**config.mk**
```make
export PLATFORM = sky130hd
export DESIGN_NAME = rtk_core
export DESIGN_NICKNAME = d
export VERILOG_FILES = /design/src/verilog/rtk_pkg.sv /design/src/verilog/rtk_core.sv /design/src/verilog/rtk_snap_buf.sv
export VERILOG_INCLUDE_DIRS = /design/src /design/src/verilog
export SDC_FILE = /design/constraint.sdc
export NUM_CORES = 1
export LEC_CHECK = 0
export ABC_CLOCK_PERIOD_IN_PS = 7770
export BUFFER_PORTS_ARGS = -buffer_cell sky130_fd_sc_hd__buf_2
export CAP_MARGIN = 30
export CORE_ASPECT_RATIO = 0.7
export CORE_MARGIN = 2
export CORE_UTILIZATION = 45
export DETAILED_ROUTE_END_ITERATION = 16
export HOLD_SLACK_MARGIN = 0.15
export MAX_ROUTING_LAYER = met4
export SLEW_MARGIN = 10
export SYNTH_ARGS = -nofsm -noshare
export SYNTH_HDL_FRONTEND = slang
export SYNTH_SLANG_ARGS = --single-unit
```
**constraint.sdc**
```tcl
create_clock -name clock -period 7.77 [get_ports clock]
set_input_delay 0.3885 -clock clock [delete_from_list [all_inputs] [get_ports clock]]
set_output_delay 0.3885 -clock clock [all_outputs]
set_load 0.05 [all_outputs]
```
**src/verilog/rtk_map.svh**
```systemverilog
// register offsets, field positions, reset values and timing counts of the timekeeping core
// assumes it is included by bare name from verilog/ sources
`ifndef RTK_MAP_SVH
`define RTK_MAP_SVH

`define RTK_ADDR_SEC        5'h00
`define RTK_ADDR_MIN        5'h01
`define RTK_ADDR_HOUR       5'h02
`define RTK_ADDR_DAY_OF_WEEK_VALUE      5'h03
`define RTK_ADDR_DATE       5'h04
`define RTK_ADDR_MTH        5'h05
`define RTK_ADDR_YEAR       5'h06
`define RTK_ADDR_CTRL       5'h07
`define RTK_ADDR_LAST       5'h1f
`define RTK_SNAP_DEPTH      8

`define RTK_BIT_START       7
`define RTK_BIT_HR_FMT      6
`define RTK_BIT_MERIDIEM    5
`define RTK_BIT_OSC_RUN     5
`define RTK_BIT_PWR_LOSS    4
`define RTK_BIT_VBAT_EN     3
`define RTK_BIT_LEAP        5
`define RTK_BIT_EXT_CLK     3

`define RTK_RST_SEC         7'h00
`define RTK_RST_MIN         7'h00
`define RTK_RST_HOUR        6'h00
`define RTK_RST_DAY_OF_WEEK_VALUE       3'h1
`define RTK_RST_DATE        6'h01
`define RTK_RST_MTH         5'h01
`define RTK_RST_YEAR        8'h00
`define RTK_RST_CTRL        8'h00

`define RTK_RUN_EDGES       6'h20
`define RTK_PRESCALE_LAST   15'h7fff
`define RTK_CLK_MHZ         50
`define RTK_OSF_TIMEOUT_US  1000

`endif

```
**src/verilog/rtk_pkg.sv**
```systemverilog
// types shared by the timekeeping core and its snapshot buffer
// assumes rtk_map.svh supplies the numeric constants
package rtk_pkg;

    typedef struct packed {
        logic [6:0] sec;
        logic [6:0] min;
        logic [5:0] hour;
        logic [2:0] day_of_week_value;
        logic [5:0] date;
        logic [4:0] mth;
        logic [7:0] year;
    } rtk_time_t;

    typedef struct packed {
        logic [4:0] addr;
        logic [7:0] wdata;
        logic       wr;
        logic       rd_start;
        logic       rd_next;
    } rtk_req_t;

    typedef logic [7:0] rtk_byte_t;

endpackage : rtk_pkg

```
**src/verilog/rtk_core.sv**
```systemverilog
// timekeeping core: oscillator supervision, bcd calendar, buffered register reads
// assumes a byte-level register port from the serial engine on the same clock,
// and the crystal/external clock input arriving asynchronously on osc_pin
//
// What this block does and what it expects of the host
// set the running flag after 32 gated oscillator cycles are seen
// clear the running flag when no cycle arrives within the fail timeout
// seconds bit 7 starts the crystal oscillator when 1, stops it when 0
// count time from the 32.768 kHz crystal or external clock input
// shorten short months and correct leap years, two-digit year kept
// february ends at 29 in leap years, otherwise at 28
// date past the month maximum rolls to 01 and carries into month
// 11:59:59 pm or 23:59:59 wraps to midnight, carrying date and weekday
// weekday counts 1 to 7, steps at midnight, wraps to 1, no carry
// month wraps from 12/31 to 01/01 and carries into the year
// year wraps from 99 to 00 with no further carry
// hour format bit selects 12-hour or 24-hour counting
// all time and date fields are kept as bcd digits
// reads come from a copy refreshed when any read starts at 0x00-0x1f
// sequential reads refresh the copy when the address wraps 0x1f to 0x00
// host should read all time registers in one continuous read
// host stops the clock, waits for running clear, writes, restarts
// host writes only valid calendar values
// seconds: tens 0-5 in bits 6-4, ones in bits 3-0, reset zero
// minutes: bit 7 reads zero, tens bits 6-4, ones bits 3-0
// running flag is read-only: 1 enabled and running, 0 stopped
// 12-hour: bit 5 pm, bit 4 tens; 24-hour: bits 5-4 tens 0-2
// fail timeout is a parameter timed by the system clock
// seconds 59 carries into minutes, minutes 59 carries into hours
`timescale 1ns/10ps
`default_nettype none
`include "rtk_map.svh"

module rtk_core
    import rtk_pkg::*;
#(
    parameter int unsigned OSF_TIMEOUT_CYC = `RTK_OSF_TIMEOUT_US * `RTK_CLK_MHZ
)
(
    input  wire logic       clock,
    input  wire logic       sys_rst,
    input  wire logic       ce,
    input  wire logic       osc_pin,
    input  wire rtk_req_t   reg_req,
    output logic [7:0]      rd_data,
    output logic            rd_valid_ff,
    output logic            osc_running_ff
);

    // ---------------- bcd helpers ----------------
    function automatic logic [7:0] bcd_inc(input logic [7:0] v);
        logic [7:0] r;
        r = v;
        if (v[3:0] == 4'h9) begin
            r = {v[7:4] + 4'h1, 4'h0};
        end else begin
            r = {v[7:4], v[3:0] + 4'h1};
        end
        return r;
    endfunction : bcd_inc

    // divisible by four in bcd: even tens with 0/4/8, odd tens with 2/6
    function automatic logic bcd_leap(input logic [7:0] y);
        logic l;
        l = 1'b0;
        if (!y[4]) begin
            l = (y[3:0] == 4'h0) || (y[3:0] == 4'h4) || (y[3:0] == 4'h8);
        end else begin
            l = (y[3:0] == 4'h2) || (y[3:0] == 4'h6);
        end
        return l;
    endfunction : bcd_leap

    // ---------------- state ----------------
    rtk_time_t   time_ff;
    rtk_time_t   nxt_time;
    logic        start_ff;
    logic        hr_fmt_ff;
    logic        vbat_en_ff;
    logic [7:0]  ctrl_ff;
    logic        osc_s1_ff;
    logic        osc_s2_ff;
    logic        osc_s3_ff;
    logic [5:0]  edge_cnt_ff;
    logic [31:0] idle_cnt_ff;
    logic [14:0] prescale_ff;
    logic [4:0]  rd_ptr_ff;

    logic        clk_gate;
    logic        osc_edge;
    logic        sec_tick;
    logic        osf_expired;
    logic        wr_en;
    logic        snap_load;
    logic        rd_en;
    logic [4:0]  rd_addr;
    logic [4:0]  ptr_inc;
    logic        leap;
    logic [5:0]  date_max;
    rtk_byte_t [`RTK_SNAP_DEPTH-1:0] live_bytes;

    assign wr_en = ce && reg_req.wr;
    // divisible-by-four only; a two-digit year cannot tell centuries apart
    assign leap = bcd_leap(time_ff.year);

    // ---------------- oscillator input and supervision ----------------
    // only the second and third stages feed the edge detector; the first may be metastable
    always_ff @(posedge clock or posedge sys_rst) begin
        if (sys_rst) begin
            osc_s1_ff <= 1'b0;
            osc_s2_ff <= 1'b0;
            osc_s3_ff <= 1'b0;
        end else if (ce) begin
            osc_s1_ff <= osc_pin;
            osc_s2_ff <= osc_s1_ff;
            osc_s3_ff <= osc_s2_ff;
        end
    end

    // crystal runs on the start bit, the external input on its enable
    assign clk_gate = start_ff || ctrl_ff[`RTK_BIT_EXT_CLK];
    assign osc_edge = osc_s2_ff && !osc_s3_ff && clk_gate;
    assign osf_expired = (idle_cnt_ff >= (OSF_TIMEOUT_CYC - 32'h1)) && !osc_edge;

    // idle time is measured on the system clock, independent of the oscillator
    always_ff @(posedge clock or posedge sys_rst) begin
        if (sys_rst) begin
            idle_cnt_ff <= 32'h0;
        end else if (ce) begin
            if (osc_edge) begin
                idle_cnt_ff <= 32'h0;
            end else if (!osf_expired) begin
                idle_cnt_ff <= idle_cnt_ff + 32'h1;
            end
        end
    end

    always_ff @(posedge clock or posedge sys_rst) begin
        if (sys_rst) begin
            edge_cnt_ff    <= 6'h0;
            osc_running_ff <= 1'b0;
        end else if (ce) begin
            if (osc_edge) begin
                if (edge_cnt_ff == `RTK_RUN_EDGES - 6'h1) begin
                    osc_running_ff <= 1'b1;
                end
                if (edge_cnt_ff != `RTK_RUN_EDGES - 6'h1) begin
                    edge_cnt_ff <= edge_cnt_ff + 6'h1;
                end
            end else if (osf_expired) begin
                osc_running_ff <= 1'b0;
                edge_cnt_ff    <= 6'h0;
            end
        end
    end

    // ---------------- one second time base ----------------
    // writing seconds restarts the fraction so the new second is a full one
    always_ff @(posedge clock or posedge sys_rst) begin
        if (sys_rst) begin
            prescale_ff <= 15'h0;
        end else if (ce) begin
            if (wr_en && reg_req.addr == `RTK_ADDR_SEC) begin
                prescale_ff <= 15'h0;
            end else if (osc_edge) begin
                prescale_ff <= prescale_ff + 15'h1;
            end
        end
    end

    assign sec_tick = osc_edge && (prescale_ff == `RTK_PRESCALE_LAST);

    // ---------------- calendar advance ----------------
    always_comb begin
        case (time_ff.mth)
            5'h02: date_max = leap ? 6'h29 : 6'h28;
            5'h04,
            5'h06,
            5'h09,
            5'h11: date_max = 6'h30;
            5'h01,
            5'h03,
            5'h05,
            5'h07,
            5'h08,
            5'h10,
            5'h12: date_max = 6'h31;
            // an illegal month still gets a bound so the date cannot run away
            default: date_max = 6'h31;
        endcase
    end

    always_comb begin
        logic day_carry;
        logic mth_carry;
        nxt_time  = time_ff;
        day_carry = 1'b0;
        mth_carry = 1'b0;
        if (time_ff.sec == 7'h59) begin
            nxt_time.sec = 7'h00;
            if (time_ff.min == 7'h59) begin
                nxt_time.min = 7'h00;
                if (hr_fmt_ff) begin
                    // 12-hour: bit 5 is pm, bits 4-0 run 01..12
                    case (time_ff.hour[4:0])
                        5'h11: begin
                            nxt_time.hour = {~time_ff.hour[5], 5'h12};
                            day_carry = time_ff.hour[5];
                        end
                        5'h12: nxt_time.hour = {time_ff.hour[5], 5'h01};
                        default: nxt_time.hour = {time_ff.hour[5],
                                                  5'(bcd_inc({3'h0, time_ff.hour[4:0]}))};
                    endcase
                end else if (time_ff.hour == 6'h23) begin
                    nxt_time.hour = 6'h00;
                    day_carry = 1'b1;
                end else begin
                    nxt_time.hour = 6'(bcd_inc({2'h0, time_ff.hour}));
                end
            end else begin
                nxt_time.min = 7'(bcd_inc({1'b0, time_ff.min}));
            end
        end else begin
            nxt_time.sec = 7'(bcd_inc({1'b0, time_ff.sec}));
        end
        if (day_carry) begin
            nxt_time.day_of_week_value = (time_ff.day_of_week_value == 3'h7) ? 3'h1 : time_ff.day_of_week_value + 3'h1;
            // >= so a date loaded past the month end still rolls over
            if (time_ff.date >= date_max) begin
                nxt_time.date = 6'h01;
                mth_carry = 1'b1;
            end else begin
                nxt_time.date = 6'(bcd_inc({2'h0, time_ff.date}));
            end
        end
        if (mth_carry) begin
            if (time_ff.mth == 5'h12) begin
                nxt_time.mth  = 5'h01;
                nxt_time.year = (time_ff.year == 8'h99) ? 8'h00 : bcd_inc(time_ff.year);
            end else begin
                nxt_time.mth = 5'(bcd_inc({3'h0, time_ff.mth}));
            end
        end
    end

    // host writes win over a tick in the same cycle; the host is expected to
    // stop the clock before loading, so a lost tick there is harmless
    always_ff @(posedge clock or posedge sys_rst) begin
        if (sys_rst) begin
            time_ff.sec   <= `RTK_RST_SEC;
            time_ff.min   <= `RTK_RST_MIN;
            time_ff.hour  <= `RTK_RST_HOUR;
            time_ff.day_of_week_value <= `RTK_RST_DAY_OF_WEEK_VALUE;
            time_ff.date  <= `RTK_RST_DATE;
            time_ff.mth   <= `RTK_RST_MTH;
            time_ff.year  <= `RTK_RST_YEAR;
        end else if (ce) begin
            if (wr_en) begin
                case (reg_req.addr)
                    `RTK_ADDR_SEC:   time_ff.sec   <= reg_req.wdata[6:0];
                    `RTK_ADDR_MIN:   time_ff.min   <= reg_req.wdata[6:0];
                    `RTK_ADDR_HOUR:  time_ff.hour  <= reg_req.wdata[5:0];
                    `RTK_ADDR_DAY_OF_WEEK_VALUE: time_ff.day_of_week_value <= reg_req.wdata[2:0];
                    `RTK_ADDR_DATE:  time_ff.date  <= reg_req.wdata[5:0];
                    `RTK_ADDR_MTH:   time_ff.mth   <= reg_req.wdata[4:0];
                    `RTK_ADDR_YEAR:  time_ff.year  <= reg_req.wdata;
                    default:         time_ff       <= time_ff;
                endcase
            end else if (sec_tick) begin
                time_ff <= nxt_time;
            end
        end
    end

    // ---------------- control bits ----------------
    always_ff @(posedge clock or posedge sys_rst) begin
        if (sys_rst) begin
            start_ff   <= 1'b0;
            hr_fmt_ff  <= 1'b0;
            vbat_en_ff <= 1'b0;
            ctrl_ff    <= `RTK_RST_CTRL;
        end else if (wr_en) begin
            case (reg_req.addr)
                `RTK_ADDR_SEC:   start_ff   <= reg_req.wdata[`RTK_BIT_START];
                `RTK_ADDR_HOUR:  hr_fmt_ff  <= reg_req.wdata[`RTK_BIT_HR_FMT];
                `RTK_ADDR_DAY_OF_WEEK_VALUE: vbat_en_ff <= reg_req.wdata[`RTK_BIT_VBAT_EN];
                `RTK_ADDR_CTRL:  ctrl_ff    <= reg_req.wdata;
                default:         start_ff   <= start_ff;
            endcase
        end
    end

    // ---------------- register images ----------------
    // power-loss flag has no source in this core and always reads zero
    always_comb begin
        live_bytes = '0;
        live_bytes[`RTK_ADDR_SEC]  = {start_ff, time_ff.sec};
        live_bytes[`RTK_ADDR_MIN]  = {1'b0, time_ff.min};
        live_bytes[`RTK_ADDR_HOUR] = {1'b0, hr_fmt_ff, time_ff.hour};
        live_bytes[`RTK_ADDR_DAY_OF_WEEK_VALUE] = {2'h0, osc_running_ff, 1'b0, vbat_en_ff, time_ff.day_of_week_value};
        live_bytes[`RTK_ADDR_DATE] = {2'h0, time_ff.date};
        live_bytes[`RTK_ADDR_MTH]  = {2'h0, leap, time_ff.mth};
        live_bytes[`RTK_ADDR_YEAR] = time_ff.year;
        live_bytes[`RTK_ADDR_CTRL] = ctrl_ff;
    end

    // ---------------- buffered reads ----------------
    assign ptr_inc   = rd_ptr_ff + 5'h1;
    assign rd_en     = reg_req.rd_start || reg_req.rd_next;
    assign rd_addr   = reg_req.rd_start ? reg_req.addr : ptr_inc;
    // a wrap reload gives every pass of a long burst one coherent snapshot
    assign snap_load = reg_req.rd_start || (reg_req.rd_next && ptr_inc == 5'h00);

    always_ff @(posedge clock or posedge sys_rst) begin
        if (sys_rst) begin
            rd_valid_ff <= 1'b0;
        end else if (ce) begin
            rd_valid_ff <= rd_en;
        end
    end

    // the pointer remembers the last byte served so rd_next needs no address
    always_ff @(posedge clock or posedge sys_rst) begin
        if (sys_rst) begin
            rd_ptr_ff <= 5'h00;
        end else if (ce && rd_en) begin
            rd_ptr_ff <= rd_addr;
        end
    end

    // one snapshot serves each pass of a sequential read, so digits cannot tear
    rtk_snap_buf u_snap (
        .clock     (clock),
        .sys_rst   (sys_rst),
        .ce        (ce),
        .load      (snap_load),
        .load_data (live_bytes),
        .rd_en     (rd_en),
        .raddr     (rd_addr),
        .rdata_ff  (rd_data)
    );

endmodule : rtk_core
`default_nettype wire

```
**src/verilog/rtk_snap_buf.sv**
```systemverilog
// snapshot buffer holding the timekeeping bytes the host reads
// assumes load and read come from the same clock domain as the core
`timescale 1ns/10ps
`default_nettype none
`include "rtk_map.svh"

module rtk_snap_buf
    import rtk_pkg::*;
(
    input  wire logic                               clock,
    input  wire logic                               sys_rst,
    input  wire logic                               ce,
    input  wire logic                               load,
    input  wire rtk_byte_t [`RTK_SNAP_DEPTH-1:0]    load_data,
    input  wire logic                               rd_en,
    input  wire logic [4:0]                         raddr,
    output logic [7:0]                              rdata_ff
);

    // unpacked so each entry's process owns a variable of its own
    rtk_byte_t                       mem_ff [`RTK_SNAP_DEPTH];
    rtk_byte_t                       nxt_rdata;

    genvar gi;
    generate
        for (gi = 0; gi < `RTK_SNAP_DEPTH; gi++) begin : g_entry
            always_ff @(posedge clock or posedge sys_rst) begin
                if (sys_rst) begin
                    mem_ff[gi] <= 8'h00;
                end else if (ce && load) begin
                    mem_ff[gi] <= load_data[gi];
                end
            end
        end
    endgenerate

    // a read in the loading cycle sees the fresh copy, not the stale one
    always_comb begin
        nxt_rdata = 8'h00;
        if (raddr < 5'(`RTK_SNAP_DEPTH)) begin
            nxt_rdata = load ? load_data[raddr[2:0]] : mem_ff[raddr[2:0]];
        end
    end

    always_ff @(posedge clock or posedge sys_rst) begin
        if (sys_rst) begin
            rdata_ff <= 8'h00;
        end else if (ce && rd_en) begin
            rdata_ff <= nxt_rdata;
        end
    end

endmodule : rtk_snap_buf
`default_nettype wire
```
==> implementation parameters, run 1 <==
Parameter                              Value

Die
  Core Footprint    21600 µm²
  Number of standard-cell rows in the floorplan    45
  Die area    between 20000 and 25000 µm²
  I/O pin count    30
  Starting utilization of the core area    45.8%
  Horizontal die dimension    181 µm
  Chip Height    128 µm

Critical path
  Slowest library cell on the worst path    sky130_fd_sc_hd__dfrtp_1
  Cell breakdown of the critical path    nand2_1 -> nor2_1 -> o21bai_1 -> a21oi_1 -> nor4_1 -> a21oi_1 -> ha_1 -> or4b_1 -> a211oi_2 -> nor2_1 -> a31oi_4 -> a21o_1 -> mux2_1
  Path length in cells of the critical path    13
  Critical-path maximum fanout    13
  Crit path required time    between 8 and 9 ns
  Launch point of the worst path    live_bytes[52]
  Terminus of the critical flop-to-flop path    live_bytes[53]
  Data arrival time of the critical path    3.69 ns
  Crit path capture    live_bytes[53]
  Buffers plus inverters on the worst setup path    0
  Slack of the worst reg-to-reg path    4.40 ns
  Maximum cell stage delay along the critical path    0.49 ns
  Element type at the critical path end    flop
  Top cell family by delay on the critical path    compound AO/OA/AOI/OAI gates
  Worst Setup Path Type    reg2reg
  Reg2Reg Launch Point    live_bytes[52]
  Worst Reg-to-Reg Cells    13
  Type of element launching the critical path    flop

Layout
  Count of inserted antenna diode cells    0
  Synth-to-Final Area Change    9.32%
  Layout cells sized above 1    19.2%
  Most frequent standard cell in the layout excluding fill and tap cells    sky130_fd_sc_hd__dfrtp_1
  Commonest cells after routing, fill and taps aside    176 x sky130_fd_sc_hd__dfrtp_1, 94 x sky130_fd_sc_hd__nand2_1, 88 x sky130_fd_sc_hd__o21ai_0
  Final-stage net count    995
  Final cell count without fillers    1249

Placed design
  Instance count after placement with tap cells included    around 1200
  Routability Congestion    0.881
  Half-perimeter wire length after detailed placement    18400 µm
  Count of buffers inserted at the top-level ports    29

Global routing
  Met1 track utilization from global routing    37.4%
  Met2 usage in global routing    29.6%
  Overall Global Routing Usage    24.1%
  Wire length of the first global-routing pass    41500 µm
  Most used routing layer    met1
  Number of global-route vias before repair    approximately 7000
  Total grt overflow    0
  Antenna violations before repair    0
  GR met3 Demand/Resource    7.61%
  Pin count of the biggest net entering global routing    105

Clock network
  H-tree depth    4
  Clock transition at the registers of the reported paths    about 0.07 ns
  Clock buffer count from CTS    17
  Number of buffers between clock root and the deepest sink    2
  Worst skew pair latency    0.44 ns
  Count of instances resized after the clock tree is built    0
  Clock Tree Root    sky130_fd_sc_hd__clkbuf_16
  TritonCTS sink count    179
  Clock tree from TritonCTS    built

Synthesis
  Share of flip-flops with an asynchronous set or reset    100%
  Number of storage elements in the synthesis netlist    179
  Main area contributors after synthesis    sky130_fd_sc_hd__dfrtp_1 44%, sky130_fd_sc_hd__mux2_2 7.1%, sky130_fd_sc_hd__mux4_2 4.6%
  Number of synthesis warnings    0
  Mean area per synthesized cell    10.4 µm²
  Most area-hungry cell type in the Yosys netlist    sky130_fd_sc_hd__dfrtp_1
  Most used DFF post-synth    sky130_fd_sc_hd__dfrtp_1
  Synth cell types    85
  Synth top area share    about 44%
  Syn nets    993
  Post-synth EDFFs    0
  Post-synthesis instance area    9900 µm²
  Synthesized instance count    952
  Sequential share of the synthesized area    45.3%

Route
  Aggregate routed wire length    26000 µm
  Remaining DRCs    0
  Total vias in the final route    approximately 7600
  Routed via count divided by cell count    just over 6
  Routed WL per cell    20.9 µm
  Number of routed nets with antenna violations    0
  DR iter-0 viols    735
  First-pass DRT Iterations    5

Timing
  Post-Route Setup TNS    0 ns
  Slew at the pin with the worst max-slew slack    0.826 ns
  Highest Clock Rate    just under 0.3 GHz
  Min Hold Slack    between 0.15 and 0.2 ns
  Total of endpoints with negative setup slack in the final report    0
  Final worst-path cycle share    43.4%
  Max Transition Viols Final    0
  Normalized max-slew margin    45.0%
  Post-route minimum period    3.37 ns
  Setup repair after global routing missed its margin    no
  Setup clock skew after layout    around 0.013 ns
  Final-report hold violation count    0

Power and ir drop
  Pwr/cell area    between 200 and 250 nW/µm²
  Leak pwr    4.74 nW
  Overall Power    2.55 mW
  VDD IR max    170 µV

Min path
  Hold_sp    osc_pin
  Path class of the lowest-slack min-delay path    in2reg

Run status
  Outcome    finished, final reports clean

Run
  Number of max-capacitance violations reported    0
state kept, by name, summed over array words and instances (netlist names):
name and count:
rd_ptr_ff 5, ctrl_ff 8, osc_running_ff 1, live_bytes 42
hr_fmt_ff 1, edge_cnt_ff 6, u_snap.mem_ff 55, idle_cnt_ff 32
osc_s1_ff 1, osc_s2_ff 1, start_ff 1, u_snap.rdata_ff 8
prescale_ff 15, osc_s3_ff 1, rd_valid_ff 1, vbat_en_ff 1
layer usage:
layer	share of wire, %	wire length (µm)
met5	0	0
met4	0.72	187
met3	8.7	2260
met2	39	10300
met1	51	13300
kinds of logic (layout without fill, tap and decap cells):
logic type	after synthesis	count (layout)	share of synthesized area, %
AOI/OAI and AO/OA	244	244	16.3
xor gates and xnor gates	18	18	1.59
adders and majority gates	21	21	2.65
buffers and inverters	85	100	4.04
DFF	179	179	45.3
muxes	104	104	13.9
and+or+nand+nor	301	301	16.2
metrics by stage:
step	instance area (µm²)	setup WS, ns	utilization, %
2_1_floorplan	9900	2.53	-
3_3_place_gp	10200	4.27	47.1
3_5_place_dp	10200	4.21	47.2
4_1_cts	10800	4.42	49.9
5_1_grt	10800	4.05	50.0
6_report	10800	4.40	50.0
repair_timing:
| action | CTS | global route |
|---|---|---|
| hold buffers | 1 | 0 |
| hold endpoints to repair | 100 | 0 |
| setup buffers | 0 | 0 |
report_power, final:
group,total (mW),internal [mW],leakage (nW),switching (mW)
registers,1.17,1.04,2.35,0.125
logic,0.515,0.222,2.12,0.292
clock network,0.865,0.485,0.278,0.380
layout make-up:
class | instances | area [µm²]
repair buffers | 42 | 267
clock buffers | 21 | 450
clock inverters | 11 | 129
inverters | 26 | 105
flip-flops and latches | 179 | 4480
multi-input cells | 688 | 5030
fillers | 2005 | 10800
well taps | 282 | 353
worst min-delay path by stage:
stage / end / slack, ns / cells past startpoint
detailed placement: u_snap.mem_ff[44] / 0.47 / 2
global route: osc_s1_ff / 0.19 / 2
CTS: osc_s1_ff / 0.17 / 2
floorplan: u_snap.mem_ff[44] / 0.44 / 2
finish: osc_s1_ff / 0.19 / 2
global placement: u_snap.mem_ff[25] / 0.46 / 2
cells in the mapped netlist, drive strengths merged (11+ instances only):
cell type,n
and2,21
mux2,64
nand2,96
a21oi,34
nand3,27
o31ai,11
nand4,14
nor3,22
a22o,11
nor2,45
ha,21
mux4,20
dfrtp,176
and3,14
xor2,12
clkbuf,29
o21ai,90
mux2i,20
buf,30
nor4,15
inv,26
a31oi,21
(Power assumes the default switching activity.)
==> run 2, diff against run 1 <==
Settings changed: ABC_CLOCK_PERIOD_IN_PS 7770 to 3300.
Clock period 7.77 ns to 3.3 ns, I/O delays scaled along.
==> run 2 against run 1 <==
Against the previous run:
- sequential cell count unchanged
- critical endpoint is now live_bytes[40]
- utilization grew 1.6 points
- sequential power rose by 130%
- hold slack better by 0.017 ns
==> implementation parameters, run 2 (synthesis gave the netlist of run 1 again) <==
Parameter                              Value

Timing
  Final worst-path cycle share    94.0% (+51 points)
  Total of endpoints with negative setup slack in the final report    0 (unchanged)
  Normalized max-slew margin    32.0% (-13 points)
  Final-report hold violation count    0 (unchanged)
  Post-route minimum period    3.10 ns (-0.270 ns)
  Post-Route Setup TNS    0 ns (unchanged)
  Highest Clock Rate    0.322 GHz (+8.7%)
  Setup clock skew after layout    0.0116 ns (-0.00106 ns)
  Slew at the pin with the worst max-slew slack    1.02 ns (+0.195 ns)
  Max Transition Viols Final    0 (unchanged)

Route
  Remaining DRCs    0 (unchanged)
  Aggregate routed wire length    26500 µm (+1.7%)
  DR iter-0 viols    592 (-19%)
  Number of routed nets with antenna violations    0 (unchanged)
  First-pass DRT Iterations    5 (unchanged)
  Routed via count divided by cell count    6.03 (-0.84%)
  Routed WL per cell    20.7 µm (-0.51%)
  Total vias in the final route    7702 (+1.4%)

Clock network
  Clock Tree Root    sky130_fd_sc_hd__clkbuf_16
  Worst skew pair latency    0.45 ns (about the same)
  Clock tree from TritonCTS    built
  H-tree depth    4 (unchanged)
  Clock transition at the registers of the reported paths    0.07 ns (about the same)
  Number of buffers between clock root and the deepest sink    2 (unchanged)
  Clock buffer count from CTS    17 (unchanged)
  TritonCTS sink count    179 (unchanged)

Die
  Starting utilization of the core area    45.8% (unchanged)
  Number of standard-cell rows in the floorplan    45 (unchanged)
  Chip Height    128 µm (unchanged)
  Core Footprint    21600 µm² (unchanged)
  Die area    23200 µm² (unchanged)
  Horizontal die dimension    181 µm (unchanged)
  I/O pin count    30 (unchanged)

Global routing
  Number of global-route vias before repair    7143 (+2.2%)
  Antenna violations before repair    0 (unchanged)
  Total grt overflow    0 (unchanged)
  Overall Global Routing Usage    24.4% (+0.26 points)
  Pin count of the biggest net entering global routing    180 (+71%)
  Wire length of the first global-routing pass    42100 µm (+1.4%)

Critical path
  Worst Setup Path Type    reg2reg
  Launch point of the worst path    live_bytes[41]
  Worst Reg-to-Reg Cells    10 (-3)
  Element type at the critical path end    flop
  Critical-path maximum fanout    8 (-5)
  Reg2Reg Launch Point    live_bytes[41]
  Crit path required time    3.67 ns (-4.42 ns)
  Data arrival time of the critical path    3.47 ns (-0.22 ns)
  Type of element launching the critical path    flop

Layout
  Area taken by multi-input logic gates    5040 µm² (+0.17%)
  Count of inserted antenna diode cells    0 (unchanged)
  Commonest cells after routing, fill and taps aside    176 x sky130_fd_sc_hd__dfrtp_1, 94 x sky130_fd_sc_hd__nand2_1, 88 x sky130_fd_sc_hd__o21ai_0
  Flip-flop count of the largest register, all copies and words added    55 (unchanged)
  Final core occ    51.7% (+1.6 points)
  Synth-to-Final Area Change    12.9%
  Most frequent standard cell in the layout excluding fill and tap cells    sky130_fd_sc_hd__dfrtp_1
  Largest Register    u_snap.mem_ff
  Layout cells sized above 1    20.9% (+1.7 points)
  Filler cell count    1931 (-3.7%)
  Final-stage net count    1023 (+2.8%)
  Sequential Area    4480 µm² (unchanged)

Placed design
  Routability Congestion    0.885 (+0.49%)
  Half-perimeter wire length after detailed placement    18400 µm (+0.10%)
  Count of buffers inserted at the top-level ports    29 (unchanged)

Power and ir drop
  Switch share    30.3% (-1.1 points)
  Flop pwr share    42.8% (-3.0 points)
  Pwr/cell area    571 nW/µm² (+140%)
  Leak pwr    4.92 nW (+3.7%)
  Power dissipated by switching net loads    1.93 mW (+140%)
  Combinational share of power    19.7% (-0.5 points)
  VDD IR max    358 µV (+110%)
  Clock share of power    37.6% (+3.6 points)
  Total internal power    4.45 mW (+150%)

Min path
  Hold_sp    ce
  Cell depth of the worst hold path    3 (+1)
  Path class of the lowest-slack min-delay path    in2reg

Run
  Number of max-capacitance violations reported    0 (unchanged)

Run status
  Outcome    finished, final reports clean
run 2: changes by cell type in the layout (fill, tap and decap cells not counted), sizes merged:
cell,previous run,this run
buf,41,58
clkinvlp,2,4
clkbuf,21,18
bufinv,2,6
dlygate4sd3,1,12
clkinv,5,2
run 2: worst paths after layout:
path / endpoint / slack, ns
setup / recovery: live_bytes[40] / 0.20
hold / removal: live_bytes[14] / 0.21
setup reg to reg: live_bytes[40] / 0.20
hold reg to reg: u_snap.mem_ff[17] / 0.48
max in group asynchronous: ctrl_ff[6] / 1.99
min in group asynchronous: u_snap.mem_ff[10] / 0.50
run 2: critical path, cell delays in order (launching register included):
cell and delay [ns]:
sky130_fd_sc_hd__dfrtp_1 0.49, sky130_fd_sc_hd__inv_1 0.13, sky130_fd_sc_hd__or3_1 0.40, sky130_fd_sc_hd__nor3_1 0.30, sky130_fd_sc_hd__inv_1 0.09, sky130_fd_sc_hd__ha_1 0.31, sky130_fd_sc_hd__a211oi_2 0.09, sky130_fd_sc_hd__o21ai_2 0.31
sky130_fd_sc_hd__nand2_1 0.29, sky130_fd_sc_hd__or2_4 0.33, sky130_fd_sc_hd__a211o_1 0.30
run 2: per-layer routing:
layer / global-route usage [%] / vias up / wire [µm]
met5: - / - / 0
met4: 6.98 / 0 / 365
met3: 6.08 / 31 / 2110
met2: 31.1 / 268 / 10400
met1: 37.4 / 3802 / 13700
li1: - / 3601 / -
run 2: area by class of cell:
cell class,count,area share (%)
Multi-Input combinational cell,688,45.1
Sequential cell,179,40.1
Timing Repair Buffer,70,4.55
Clock buffer,18,3.93
Tap cell,282,3.16
Clock inverter,14,2.23
Inverter,26,0.907
run 2: through the flow:
stage / setup slack, ns / std cells / hold WS, ns / area, µm² / power [mW]
6_report: 0.198 / 1277 / 0.209 / 11200 / 6.38
5_1_grt: -0.0162 / 1277 / 0.229 / 11200 / 6.68
4_1_cts: 0.104 / 1276 / 0.191 / 11200 / 6.40
3_5_place_dp: 0.130 / 1232 / 0.409 / 10400 / 3.99
3_3_place_gp: 0.201 / 1232 / 0.400 / 10400 / 3.97
2_1_floorplan: 0.346 / 952 / 0.270 / 9900 / 3.61
run 2: power groups by stage:
stage | Clock (mW) | Combinational, mW | Sequential, mW
global route | 2.53 | 1.38 | 2.77
floorplan | 0 | 0.921 | 2.69
global placement | 0 | 1.21 | 2.76
finish | 2.40 | 1.26 | 2.73
detailed placement | 0 | 1.23 | 2.76
CTS | 2.43 | 1.25 | 2.72
run 2: timing repair:
| item | 4_1_cts | 5_1_grt |
|---|---|---|
| gates resized for setup | 0 | 2 |
| setup buffers | 0 | 1 |
| setup endpoints to repair | 0 | 11 |
| endpoints found under the hold margin | 194 | 0 |
| hold buffers | 12 | 0 |
